$ cat src/hdl/acc_defs.vh
`ifndef ACC_DEFS_VH
`define ACC_DEFS_VH

// ==========================================================
// timing
`define ACC_CLK_PERIOD_PS 25000
`define ACC_CONV_TIME_PS 2200000
`define ACC_CONV_CYCLES (`ACC_CONV_TIME_PS / `ACC_CLK_PERIOD_PS)
`define ACC_CONV_STEPS 16
`define ACC_INT_DIV (`ACC_CONV_CYCLES / `ACC_CONV_STEPS)

// ==========================================================
// data
`define ACC_RES_W 14
`define ACC_RES_RST 14'h0000

`endif

$ cat src/hdl/acc_conv_ctrl.v
`timescale 1ns/100ps
`default_nettype none
`include "acc_defs.vh"

module acc_conv_ctrl #(
	parameter RES_W = `ACC_RES_W,
	parameter STEPS = `ACC_CONV_STEPS,
	parameter INT_DIV = `ACC_INT_DIV
) (
	// clock and reset
	input wire sys_clk,
	input wire rst_n,
	// conversion control
	input wire sample_trigger_n,
	input wire external_conversion_clock,
	input wire power_save_n,
	output reg busy_r,
	output reg sampler_hold_r,
	output reg power_down_r,
	// analog comparator result from the converter core
	input wire comparator_in,
	output reg [RES_W-1:0] dac_code_r,
	// host read port
	input wire chip_select_n,
	input wire read_n,
	output reg [RES_W-1:0] result_bus,
	output reg result_bus_oe_r
);

	localparam [2:0] ST_IDLE = 3'b001;
	localparam [2:0] ST_CONV = 3'b010;
	localparam [2:0] ST_DONE = 3'b100;

	// cycles left over when the full time is split into equal steps;
	// that many early steps run one cycle longer to hit the exact time
	localparam integer EXTRA = `ACC_CONV_CYCLES - STEPS * INT_DIV;

	reg [2:0] state_r;
	reg [2:0] state_nxt;
	reg trig_d_r;
	reg ext_clk_d_r;
	reg use_ext_r;
	reg [7:0] div_r;
	reg [4:0] step_r;
	reg [RES_W-1:0] sar_r;
	wire [RES_W-1:0] held;
	wire start_edge;
	wire ext_edge;
	wire int_tick;
	wire tick;
	wire accept;

	// ==========================================================
	// usage notes
	// - starts during a conversion or in standby are dropped silently,
	//   so a host that needs every sample must watch busy itself
	// - the external clock source is only used for the conversion in
	//   which it was picked; each start picks afresh
	// - a free-running external clock is tolerated, but edges before
	//   the start edge are ignored and the step count starts at zero
	// - result_bus is always driven; the enable says when the pins are
	//   meant to be on the bus, and it lags select and strobe one cycle
	// - the held result changes only one cycle after busy falls, so a
	//   read started on the falling edge of busy first sees the old value

	// ==========================================================
	// divider end count for one step: the first EXTRA steps are one
	// cycle longer, the sum of all sixteen is the whole conversion time
	function [7:0] div_last;
		input [4:0] step;
		begin
			if (step < EXTRA) begin
				div_last = INT_DIV[7:0];
			end else begin
				div_last = INT_DIV[7:0] - 8'h01;
			end
		end
	endfunction

	// ==========================================================
	// edge detection
	assign start_edge = sample_trigger_n & ~trig_d_r;
	assign ext_edge = external_conversion_clock & ~ext_clk_d_r;
	assign int_tick = (div_r == div_last(step_r));
	// start taken only in idle and out of standby
	assign accept = (state_r == ST_IDLE) & start_edge & power_save_n;
	assign tick = use_ext_r ? ext_edge : int_tick;

	always @(posedge sys_clk) begin
		if (!rst_n) begin
			// high so a trigger held high through reset gives no edge
			trig_d_r <= 1'b1;
			ext_clk_d_r <= 1'b0;
		end else begin
			trig_d_r <= sample_trigger_n;
			ext_clk_d_r <= external_conversion_clock;
		end
	end

	// ==========================================================
	// state machine
	always @* begin
		state_nxt = state_r;
		case (state_r)
			ST_IDLE: begin
				if (accept) begin
					state_nxt = ST_CONV;
				end
			end
			ST_CONV: begin
				if (tick && step_r == STEPS - 1) begin
					state_nxt = ST_DONE;
				end
			end
			ST_DONE: begin
				state_nxt = ST_IDLE;
			end
			default: begin
				state_nxt = ST_IDLE;
			end
		endcase
	end

	// conversion datapath: clock pick, divider, step count, sar
	always @(posedge sys_clk) begin
		if (!rst_n) begin
			state_r <= ST_IDLE;
			use_ext_r <= 1'b0;
			div_r <= 8'h00;
			step_r <= 5'h00;
			sar_r <= {RES_W{1'b0}};
			dac_code_r <= {RES_W{1'b0}};
		end else begin
			state_r <= state_nxt;
			if (accept) begin
				use_ext_r <= external_conversion_clock;
				div_r <= 8'h00;
				step_r <= 5'h00;
				sar_r <= {RES_W{1'b0}};
				dac_code_r <= {1'b1, {(RES_W-1){1'b0}}};
			end else if (state_r == ST_CONV) begin
				// internal oscillator stand-in, 16 ticks give 2.2 us
				// in total, with short and long steps mixed
				if (int_tick) begin
					div_r <= 8'h00;
				end else begin
					div_r <= div_r + 8'h01;
				end
				if (tick) begin
					step_r <= step_r + 5'h01;
					// bit decisions in steps 0..RES_W-1, rest settle
					if (step_r < RES_W) begin
						sar_r[RES_W-1-step_r] <= comparator_in;
						if (step_r < RES_W - 1) begin
							dac_code_r[RES_W-2-step_r] <= 1'b1;
						end
						dac_code_r[RES_W-1-step_r] <= comparator_in;
					end
				end
			end
		end
	end

	// ==========================================================
	// busy, hold and standby outputs
	always @(posedge sys_clk) begin
		if (!rst_n) begin
			busy_r <= 1'b0;
			sampler_hold_r <= 1'b0;
			power_down_r <= 1'b0;
		end else begin
			power_down_r <= ~power_save_n;
			if (accept) begin
				busy_r <= 1'b1;
				sampler_hold_r <= 1'b1;
			end else if (state_nxt == ST_DONE) begin
				busy_r <= 1'b0;
				sampler_hold_r <= 1'b0;
			end
		end
	end

	// ==========================================================
	// result store, written one cycle after busy falls
	acc_result_store #(
		.W(RES_W)
	) u_store (
		.sys_clk(sys_clk),
		.rst_n(rst_n),
		.wr_en(state_r == ST_DONE),
		.wr_data(sar_r),
		.rd_data(held)
	);

	// ==========================================================
	// three-state read port
	always @(posedge sys_clk) begin
		if (!rst_n) begin
			result_bus <= `ACC_RES_RST;
			result_bus_oe_r <= 1'b0;
		end else begin
			result_bus_oe_r <= ~chip_select_n & ~read_n;
			result_bus <= held;
		end
	end

endmodule // acc_conv_ctrl
`default_nettype wire

$ cat src/hdl/acc_result_store.v
`timescale 1ns/100ps
`default_nettype none

module acc_result_store #(
	parameter W = 14
) (
	// clock and reset
	input wire sys_clk,
	input wire rst_n,
	// write side
	input wire wr_en,
	input wire [W-1:0] wr_data,
	// read side
	output reg [W-1:0] rd_data
);

	// ==========================================================
	// held result
	// keeps last finished value until next completion
	always @(posedge sys_clk) begin
		if (!rst_n) begin
			rd_data <= {W{1'b0}};
		end else if (wr_en) begin
			rd_data <= wr_data;
		end
	end

endmodule // acc_result_store
`default_nettype wire

$ cat config.mk
export PLATFORM = sky130hd
export DESIGN_NAME = acc_conv_ctrl
export DESIGN_NICKNAME = d
export VERILOG_FILES = /design/src/hdl/acc_conv_ctrl.v /design/src/hdl/acc_result_store.v
export VERILOG_INCLUDE_DIRS = /design/src /design/src/hdl
export SDC_FILE = /design/constraint.sdc
export NUM_CORES = 1
export LEC_CHECK = 0
export CAP_MARGIN = 30
export CORE_AREA = 2 2 92 94
export CTS_BUF_LIST = sky130_fd_sc_hd__clkbuf_8
export DETAILED_ROUTE_END_ITERATION = 8
export DIE_AREA = 0 0 94 96
export DONT_BUFFER_PORTS = 1
export SLEW_MARGIN = 10
export SYNTH_ARGS = -nofsm -noshare
export SYNTH_HDL_FRONTEND = slang
export SYNTH_SLANG_ARGS = --single-unit
export TNS_END_PERCENT = 100
$ cat constraint.sdc
create_clock -name sys_clk -period 2.2 [get_ports sys_clk]
set_input_delay 0.33 -clock sys_clk [delete_from_list [all_inputs] [get_ports sys_clk]]
set_output_delay 0.33 -clock sys_clk [all_outputs]
set_load 0.01 [all_outputs]
==> results of run 1 <==
[sequential cells by signal (all words and copies together), names as in the netlist]
signal           count
u_store.rd_data     14
use_ext_r            1
div_r                8
power_down_r         1
step_r               5
sampler_hold_r       1
result_bus_oe_r      1
result_bus          14
trig_d_r             1
sar_r               14
ext_clk_d_r          1
state_r              3
dac_code_r          14
[cells by family (layout without fill, tap and decap cells)]
family | count (synthesis) | after routing | share of synthesized area, %
muxes | 19 | 19 | 5.285
and+or+nand+nor | 143 | 143 | 21.52
AOI/OAI and AO/OA | 86 | 86 | 18.74
adders and majority gates | 10 | 10 | 3.477
DFF | 78 | 78 | 43.39
buffers and inverters | 30 | 39 | 4.207
xor gates and xnor gates | 13 | 13 | 3.373
[worst max path at each step]
stage | startpoint | to | slack [ns] | cells after the start
after CTS | step_r[1]$_SDFFE_PP0P_ | dac_code_r[5]$_SDFFE_PP0P_ | 0.02 | 8
after floorplan | step_r[1]$_SDFFE_PP0P_ | sar_r[12]$_SDFFE_PP0P_ | 0.08 | 8
final | step_r[0]$_SDFFE_PP0P_ | dac_code_r[5]$_SDFFE_PP0P_ | 0.18 | 7
after detailed placement | step_r[1]$_SDFFE_PP0P_ | dac_code_r[0]$_SDFFE_PP0P_ | -0.02 | 7
after global placement | step_r[1]$_SDFFE_PP0P_ | dac_code_r[0]$_SDFFE_PP0P_ | 0.04 | 7
after global routing | step_r[1]$_SDFFE_PP0P_ | dac_code_r[8]$_SDFFE_PP0P_ | 0.03 | 7
[power by group through the flow]
stage	Combinational (uW)	Sequential, uW	Clock (uW)
2_1_floorplan	41.5	1450	0
3_3_place_gp	48.0	1460	0
3_5_place_dp	47.8	1460	0
4_1_cts	48.1	1420	1140
5_1_grt	53.1	1420	1200
6_report	48.0	1420	1110
[through the flow]
| step | hold WS, ns | area (sq um) | power [uW] | utilization (%) | setup TNS (ns) |
|---|---|---|---|---|---|
| 2_1_floorplan | 0.4024 | 3598 | 1495 | - | 0 |
| 3_3_place_gp | 0.4054 | 3766 | 1503 | 46.78 | 0 |
| 6_report | 0.04566 | 3998 | 2577 | 49.65 | 0 |
| 5_1_grt | 0.01707 | 3998 | 2675 | 49.65 | 0 |
| 3_5_place_dp | 0.4094 | 3766 | 1503 | 46.78 | -0.01765 |
| 4_1_cts | 0.03267 | 3979 | 2612 | 49.42 | 0 |
[cells in the mapped netlist, drive strengths merged, types with 2 or more instances]
cell,n,share of area [%]
nand2,43,4.5
and3,10,1.9
buf,11,2.2
o21ai,13,2.2
nor2,30,3.2
a21o,2,0.42
a21oi,30,4.3
o2111ai,10,4.2
nand2b,2,0.35
a211oi,5,1.0
clkbuf,13,1.4
and2,20,3.5
or2,2,0.35
xnor2,5,1.2
or3,3,0.66
a31oi,7,1.2
o2111a,5,1.6
a21boi,2,0.52
a41oi,2,0.49
nand3,6,0.83
nor2b,2,0.35
nand3b,3,0.63
ha,10,3.5
nand4,7,1.2
nor3b,8,1.8
nor4b,3,1.1
inv,6,0.63
a31o,5,1.2
mux2i,19,5.3
xor2,8,2.2
dfxtp,78,43
[final cells by class]
class	instances	area [sq um]
clock inverters	5	57.56
inverters	6	22.52
flip-flops and latches	78	1563
repair buffers	17	165.2
well taps	105	131.4
clock buffers	11	151.4
fillers	773	4054
multi-input cells	271	1907
[per-layer routing]
metal | vias to the layer above | track usage [%]
met5 | - | 0
met4 | 0 | 6.643
met3 | 9 | 6.186
met2 | 64 | 27.68
met1 | 1305 | 26.03
li1 | 1352 | -
[repair_timing]
| action | 4_1_cts | 5_1_grt |
|---|---|---|
| setup endpoints to repair | 2 | 12 |
| resized for setup | 1 | 5 |
| hold buffers | 0 | 0 |
==> summary.txt, run 1 <==
Run status
  – Run status: complete, no violations

Drt
  – Avg WL per Cell: 16.07 um
  – Drt first pass iters: 4
  – Top Layer Used: met4
  – Metal2 WL: 3533 um
  – Post-Route WL: 7924 um
  – Wl on met1: 3762 um
  – Residual DRC: 0
  – Routed via count: 2,730
  – Iter 0 DRT Violations: 135
  – Final ANT Viol Nets: 0
  – Via density: 5.538
  – Routed wl met3: 525 um

Clock tree
  – CTS Buffer Depth: 2
  – Worst-path clk slew: 0.08 ns
  – Worst skew pair latency: 0.35 ns
  – CTS tree: yes
  – Sink Count: 78
  – Postcts setup bufs: 0
  – CTS Root Cell: clkbuf_8
  – TritonCTS Buffers: 9
  – H-tree lvl count: 3

Floorplan
  – Die W: 94 um
  – Die Span Y: 96 um
  – Io pins: 40
  – Die area: 9024 sq um
  – Core ar.: 8051 sq um
  – Row Count: 33
  – Initial Util: 44.69%

STA
  – Slew Viols, Final: 0
  – Final Hold Viols: 0
  – Fin worst setup slack: 0.1847 ns
  – Final period util: 91.61%
  – Clock Skews: 0.005768 ns
  – Max Clk Rate: 0.4962 GHz
  – Setup violators final: 0
  – Minimum period implied by the final worst setup slack: 2.015 ns
  – Rel. slew slack: 51.54%
  – RSZ-0062 raised after global routing: no
  – Worst-margin pin slew: 0.7265 ns

GRT
  – Global-route usage over all layers: 18.88%
  – Vias in the first global route: 2,576
  – First-pass GRT wire length: 13,120 um
  – Largest net degree at the start of global routing: 23
  – GRT overflow: 0
  – Initial antenna violation count: 0

Setup path
  – Family with the most delay on the worst path: compound AO/OA/AOI/OAI gates
  – Crit path buf inv count: 2
  – Worst R2R Path Depth: 7
  – Critical Path AT: 2.29 ns
  – CP Data Required Time: 2.48 ns
  – Worst Setup Path Type: flop to flop
  – FF-to-FF Start: step_r[0]$_SDFFE_PP0P_
  – Max incr delay on CP: 0.48 ns
  – Slowest CP cell: dfxtp_1
  – R2r setup slk: 0.18 ns
  – Worst Setup Start Kind: flop
  – Worst-path maximum fanout: 7
  – Reg2reg end: dac_code_r[5]$_SDFFE_PP0P_
  – CP Cell Sequence: inv_1 > ha_1 > xor2_1 > a21boi_1 > buf_4 > a41oi_1 > a21oi_1
  – CP Capture Type: flop

Worst hold path
  – WHS Endpoint: power_down_r$_SDFF_PN0_
  – Beginning of the worst hold path: power_save_n
  – Hold path cells: 1
  – Hold Crit Class: input port to flop

Power and ir drop
  – Max IR drop VDD: 307.2 uV
  – Pleak: 0.001512 uW
  – Int Pwr: 2014 uW
  – Gate power share: 1.9%
  – Cell Pwr Density: 644.7 nW/um^2
  – Sw frac: 21.86%
  – Psw: 563.4 uW
  – Clock network power share: 43.0%
  – Flop pwr share: 55.2%

Layout
  – Nets: 401
  – Leading cell type in the layout, fill and taps excluded: dfxtp_1
  – Share of cells above drive strength 1: 17.01%
  – # diodes: 0
  – Area Growth Syn to Fin: 11.09%
  – Most frequent cells in the layout: 77 x dfxtp_1, 43 x nand2_1, 29 x nor2_1, 28 x a21oi_1
  – Layout Cells excl Fill: 493

Synth
  – Seq cells post-synth: 78
  – Number of synthesized flops with an enable pin: 0
  – Cells after Synth: 379
  – Net Count, Synth: 397
  – Syn avg cell area: 9.495 sq um
  – Ys Warns: 0
  – Mapped Area: 3598 sq um
  – Sequential-to-total area share from yosys stat: 43.39%
  – Yosys cell types: 56
  – Async SR Flop Fraction: 0%
  – Most used flip-flop cell after synthesis: dfxtp_1

Place
  – Pre-CTS setup slack: -0.01765 ns
  – Post-DP HPWL: 5657 um
  – GP Congestion: 0.8291
  – Post-placement cell count: 477
  – Port bufs: 0

Job
  – Max-cap viol count: 0
(Power assumes the default switching activity.)
==> run 2, diff against run 1 <==
--- a/config.mk
+++ b/config.mk
@@ -7,11 +7,14 @@
 export NUM_CORES = 1
 export LEC_CHECK = 0
 export CAP_MARGIN = 30
-export CORE_AREA = 2 2 92 94
+export CELL_PAD_IN_SITES_DETAIL_PLACEMENT = 1
+export CELL_PAD_IN_SITES_GLOBAL_PLACEMENT = 2
+export CORE_AREA = 2 2 102 104
 export CTS_BUF_LIST = sky130_fd_sc_hd__clkbuf_8
 export DETAILED_ROUTE_END_ITERATION = 8
-export DIE_AREA = 0 0 94 96
+export DIE_AREA = 0 0 104 106
 export DONT_BUFFER_PORTS = 1
+export PLACE_DENSITY_LB_ADDON = 0.1
 export SLEW_MARGIN = 10
 export SYNTH_ARGS = -nofsm -noshare
 export SYNTH_HDL_FRONTEND = slang
==> run 2 against run 1 <==
  * Critical path depth is the same
  * Design area fell by 0.34%
  * Critical endpoint is now dac_code_r[12]$_SDFFE_PP0P_
  * Sequential share of layout area rose by 0.14 points
  * Non-clock buffer count increased by 2
  * First-iteration DRC count down 29%
  * Wire length grew 18%
  * Register-to-register slack got worse by 0.03 ns
  * Combinational power rose by 1%
  * Power decreased by 5.4%
  * Critical path type unchanged
==> summary.txt, run 2 (synthesis results as in run 1) <==
STA
  – Minimum period implied by the final worst setup slack: 2.048 ns (+0.03284 ns)
  – Clock Skews: 0.01184 ns (+0.006073 ns)
  – Setup TNS: 0 ns (unchanged)
  – Rel. slew slack: 54.23% (+2.7 points)
  – Setup violators final: 0 (unchanged)
  – Slew Viols, Final: 0 (unchanged)
  – Worst-margin pin slew: 0.6861 ns (-0.04035 ns)
  – Max Clk Rate: 0.4882 GHz (-1.6%)
  – Final Hold Viols: 0 (unchanged)
  – Final period util: 93.10% (+1.5 points)
  – RSZ-0062 raised after global routing: no

Setup path
  – CP Data Required Time: 2.48 ns (about the same)
  – CP Capture Type: flop
  – Crit path buf inv count: 1 (-1)
  – Family with the most delay on the worst path: compound AO/OA/AOI/OAI gates
  – Worst Setup Path Type: flop to flop
  – Max incr delay on CP: 0.42 ns (-0.06 ns)
  – Slowest CP cell: dfxtp_2
  – Critical Path AT: 2.33 ns (+0.04 ns)
  – CP Cell Sequence: inv_1 > ha_1 > a31o_2 > a31oi_1 > o2111a_1 > a311oi_1 > a211oi_1
  – Worst-path maximum fanout: 8 (+1)
  – Worst Setup Start Kind: flop

Power and ir drop
  – Cell Pwr Density: 612.1 nW/um^2 (-5.1%)
  – Pwr Total: 2439 uW (-5.4%)
  – Max IR drop VDD: 242.6 uV (-21%)
  – Pleak: 0.001500 uW (-0.76%)

Floorplan
  – Die area: 11,020 sq um (+22%)
  – Initial Util: 35.99% (-8.7 points)
  – Core ar.: 10000 sq um (+24%)
  – Die Span Y: 106 um (+10%)
  – Io pins: 40 (unchanged)
  – Row Count: 37 (+12%)
  – Die W: 104 um (+11%)

Drt
  – Iter 0 DRT Violations: 96 (-29%)
  – Post-Route WL: 9377 um (+18%)
  – Via density: 5.175 (-6.5%)
  – Final ANT Viol Nets: 0 (unchanged)
  – Residual DRC: 0 (unchanged)
  – Routed via count: 2,717 (-0.48%)
  – Drt first pass iters: 4 (unchanged)
  – Avg WL per Cell: 17.86 um (+11%)

Run status
  – Run status: complete, no violations

Job
  – Max-cap viol count: 0 (unchanged)

Place
  – GP Congestion: 0.7688 (-7.3%)
  – Post-DP HPWL: 6716 um (+19%)
  – Post-placement cell count: 510 (+6.9%)
  – Port bufs: 0 (unchanged)
  – Dpl cell area: 3807 sq um (+1.1%)

Clock tree
  – H-tree lvl count: 3 (unchanged)
  – Worst skew pair latency: 0.36 ns (about the same)
  – CTS tree: yes
  – TritonCTS Buffers: 9 (unchanged)
  – Sink Count: 78 (unchanged)
  – Postcts setup bufs: 0 (unchanged)
  – Worst-path clk slew: 0.09 ns (about the same)
  – CTS Hold Buffers Added: 0 (unchanged)
  – CTS Buffer Depth: 2 (unchanged)
  – CTS Root Cell: clkbuf_8

Layout
  – Leading cell type in the layout, fill and taps excluded: dfxtp_1
  – # diodes: 0 (unchanged)
  – Design Area, Final: 3984 sq um (-0.34%)
  – Most frequent cells in the layout: 77 x dfxtp_1, 43 x nand2_1, 29 x nor2_1, 28 x a21oi_1
  – Fillers: 1,200 (+55%)
  – Layout Cells excl Fill: 525 (+6.5%)
  – Share of cells above drive strength 1: 16.71% (-0.30 points)
  – Area Growth Syn to Fin: 10.71%
  – Nets: 403 (+0.50%)

GRT
  – Initial antenna violation count: 0 (unchanged)
  – GRT overflow: 0 (unchanged)
  – Vias in the first global route: 2,772 (+7.6%)
  – Global-route usage over all layers: 17.88% (-1.0 points)
  – Largest net degree at the start of global routing: 23 (unchanged)
  – First-pass GRT wire length: 15,440 um (+18%)

Worst hold path
  – Hold Crit Class: input port to flop
-- run 2: changes by cell type in the layout (fill, tap and decap cells not counted), moves of 2 or more --
cell	before	now
clkbuf_8	11	9
clkinvlp_4	3	0
buf_4	14	17
clkinv_4	0	2
-- run 2: repair_timing --
item | in CTS | in global routing
resized for setup | 0 | 4
hold endpoints to repair | 0 | 0
endpoints found under the setup margin | 0 | 15
-- run 2: final timing paths --
path	start	to	slack, ns	cells after the start
max	step_r[1]$_SDFFE_PP0P_	dac_code_r[12]$_SDFFE_PP0P_	0.15	7
min	chip_select_n	result_bus_oe_r$_SDFF_PN0_	0.03	1
max reg2reg	step_r[1]$_SDFFE_PP0P_	dac_code_r[12]$_SDFFE_PP0P_	0.15	7
min reg2reg	u_store.rd_data[0]$_SDFFE_PN0N_	u_store.rd_data[0]$_SDFFE_PN0N_	0.45	2
-- run 2: area by class of cell --
class	count	area [sq um]	area share [%]
Sequential cell	78	1563	39.23
Inverter	6	22.52	0.5653
Timing Repair Buffer	19	167.7	4.209
Tap cell	136	170.2	4.271
Multi-Input combinational cell	271	1897	47.61
Clock buffer	9	123.9	3.109
Clock inverter	6	40.04	1.005
-- run 2: worst register-to-register path: stages, from the launching register on --
cell and delay, ns:
dfxtp_2 0.42, inv_1 0.12, ha_1 0.24, a31o_2 0.25
a31oi_1 0.29, o2111a_1 0.34, a311oi_1 0.12, a211oi_1 0.20
-- run 2: layer usage --
layer  wire length (um)  global-route usage [%]  vias to the layer above
met3                441                   4.169                       10
met4                115                   5.019                        0
li1                   -                       -                     1358
met5                  0                       0                        -
met2               4289                   29.46                       45
met1               4530                   23.50                     1304
-- run 2: power by group --
part	internal (uW)	switching, uW
logic	14.2	34.4
clock network	404	564
registers	1420	5.70
-- run 2: stage by stage --
stage | hold WS (ns) | setup slack, ns | util, %
final | 0.03357 | 0.1518 | 39.84
after global routing | 0.02814 | 0.01813 | 39.84
after CTS | 0.02570 | 0.03814 | 39.71
after detailed placement | 0.4097 | 0.07312 | 38.08
after global placement | 0.4057 | 0.1020 | 38.08
after floorplan | 0.4024 | 0.08088 | -
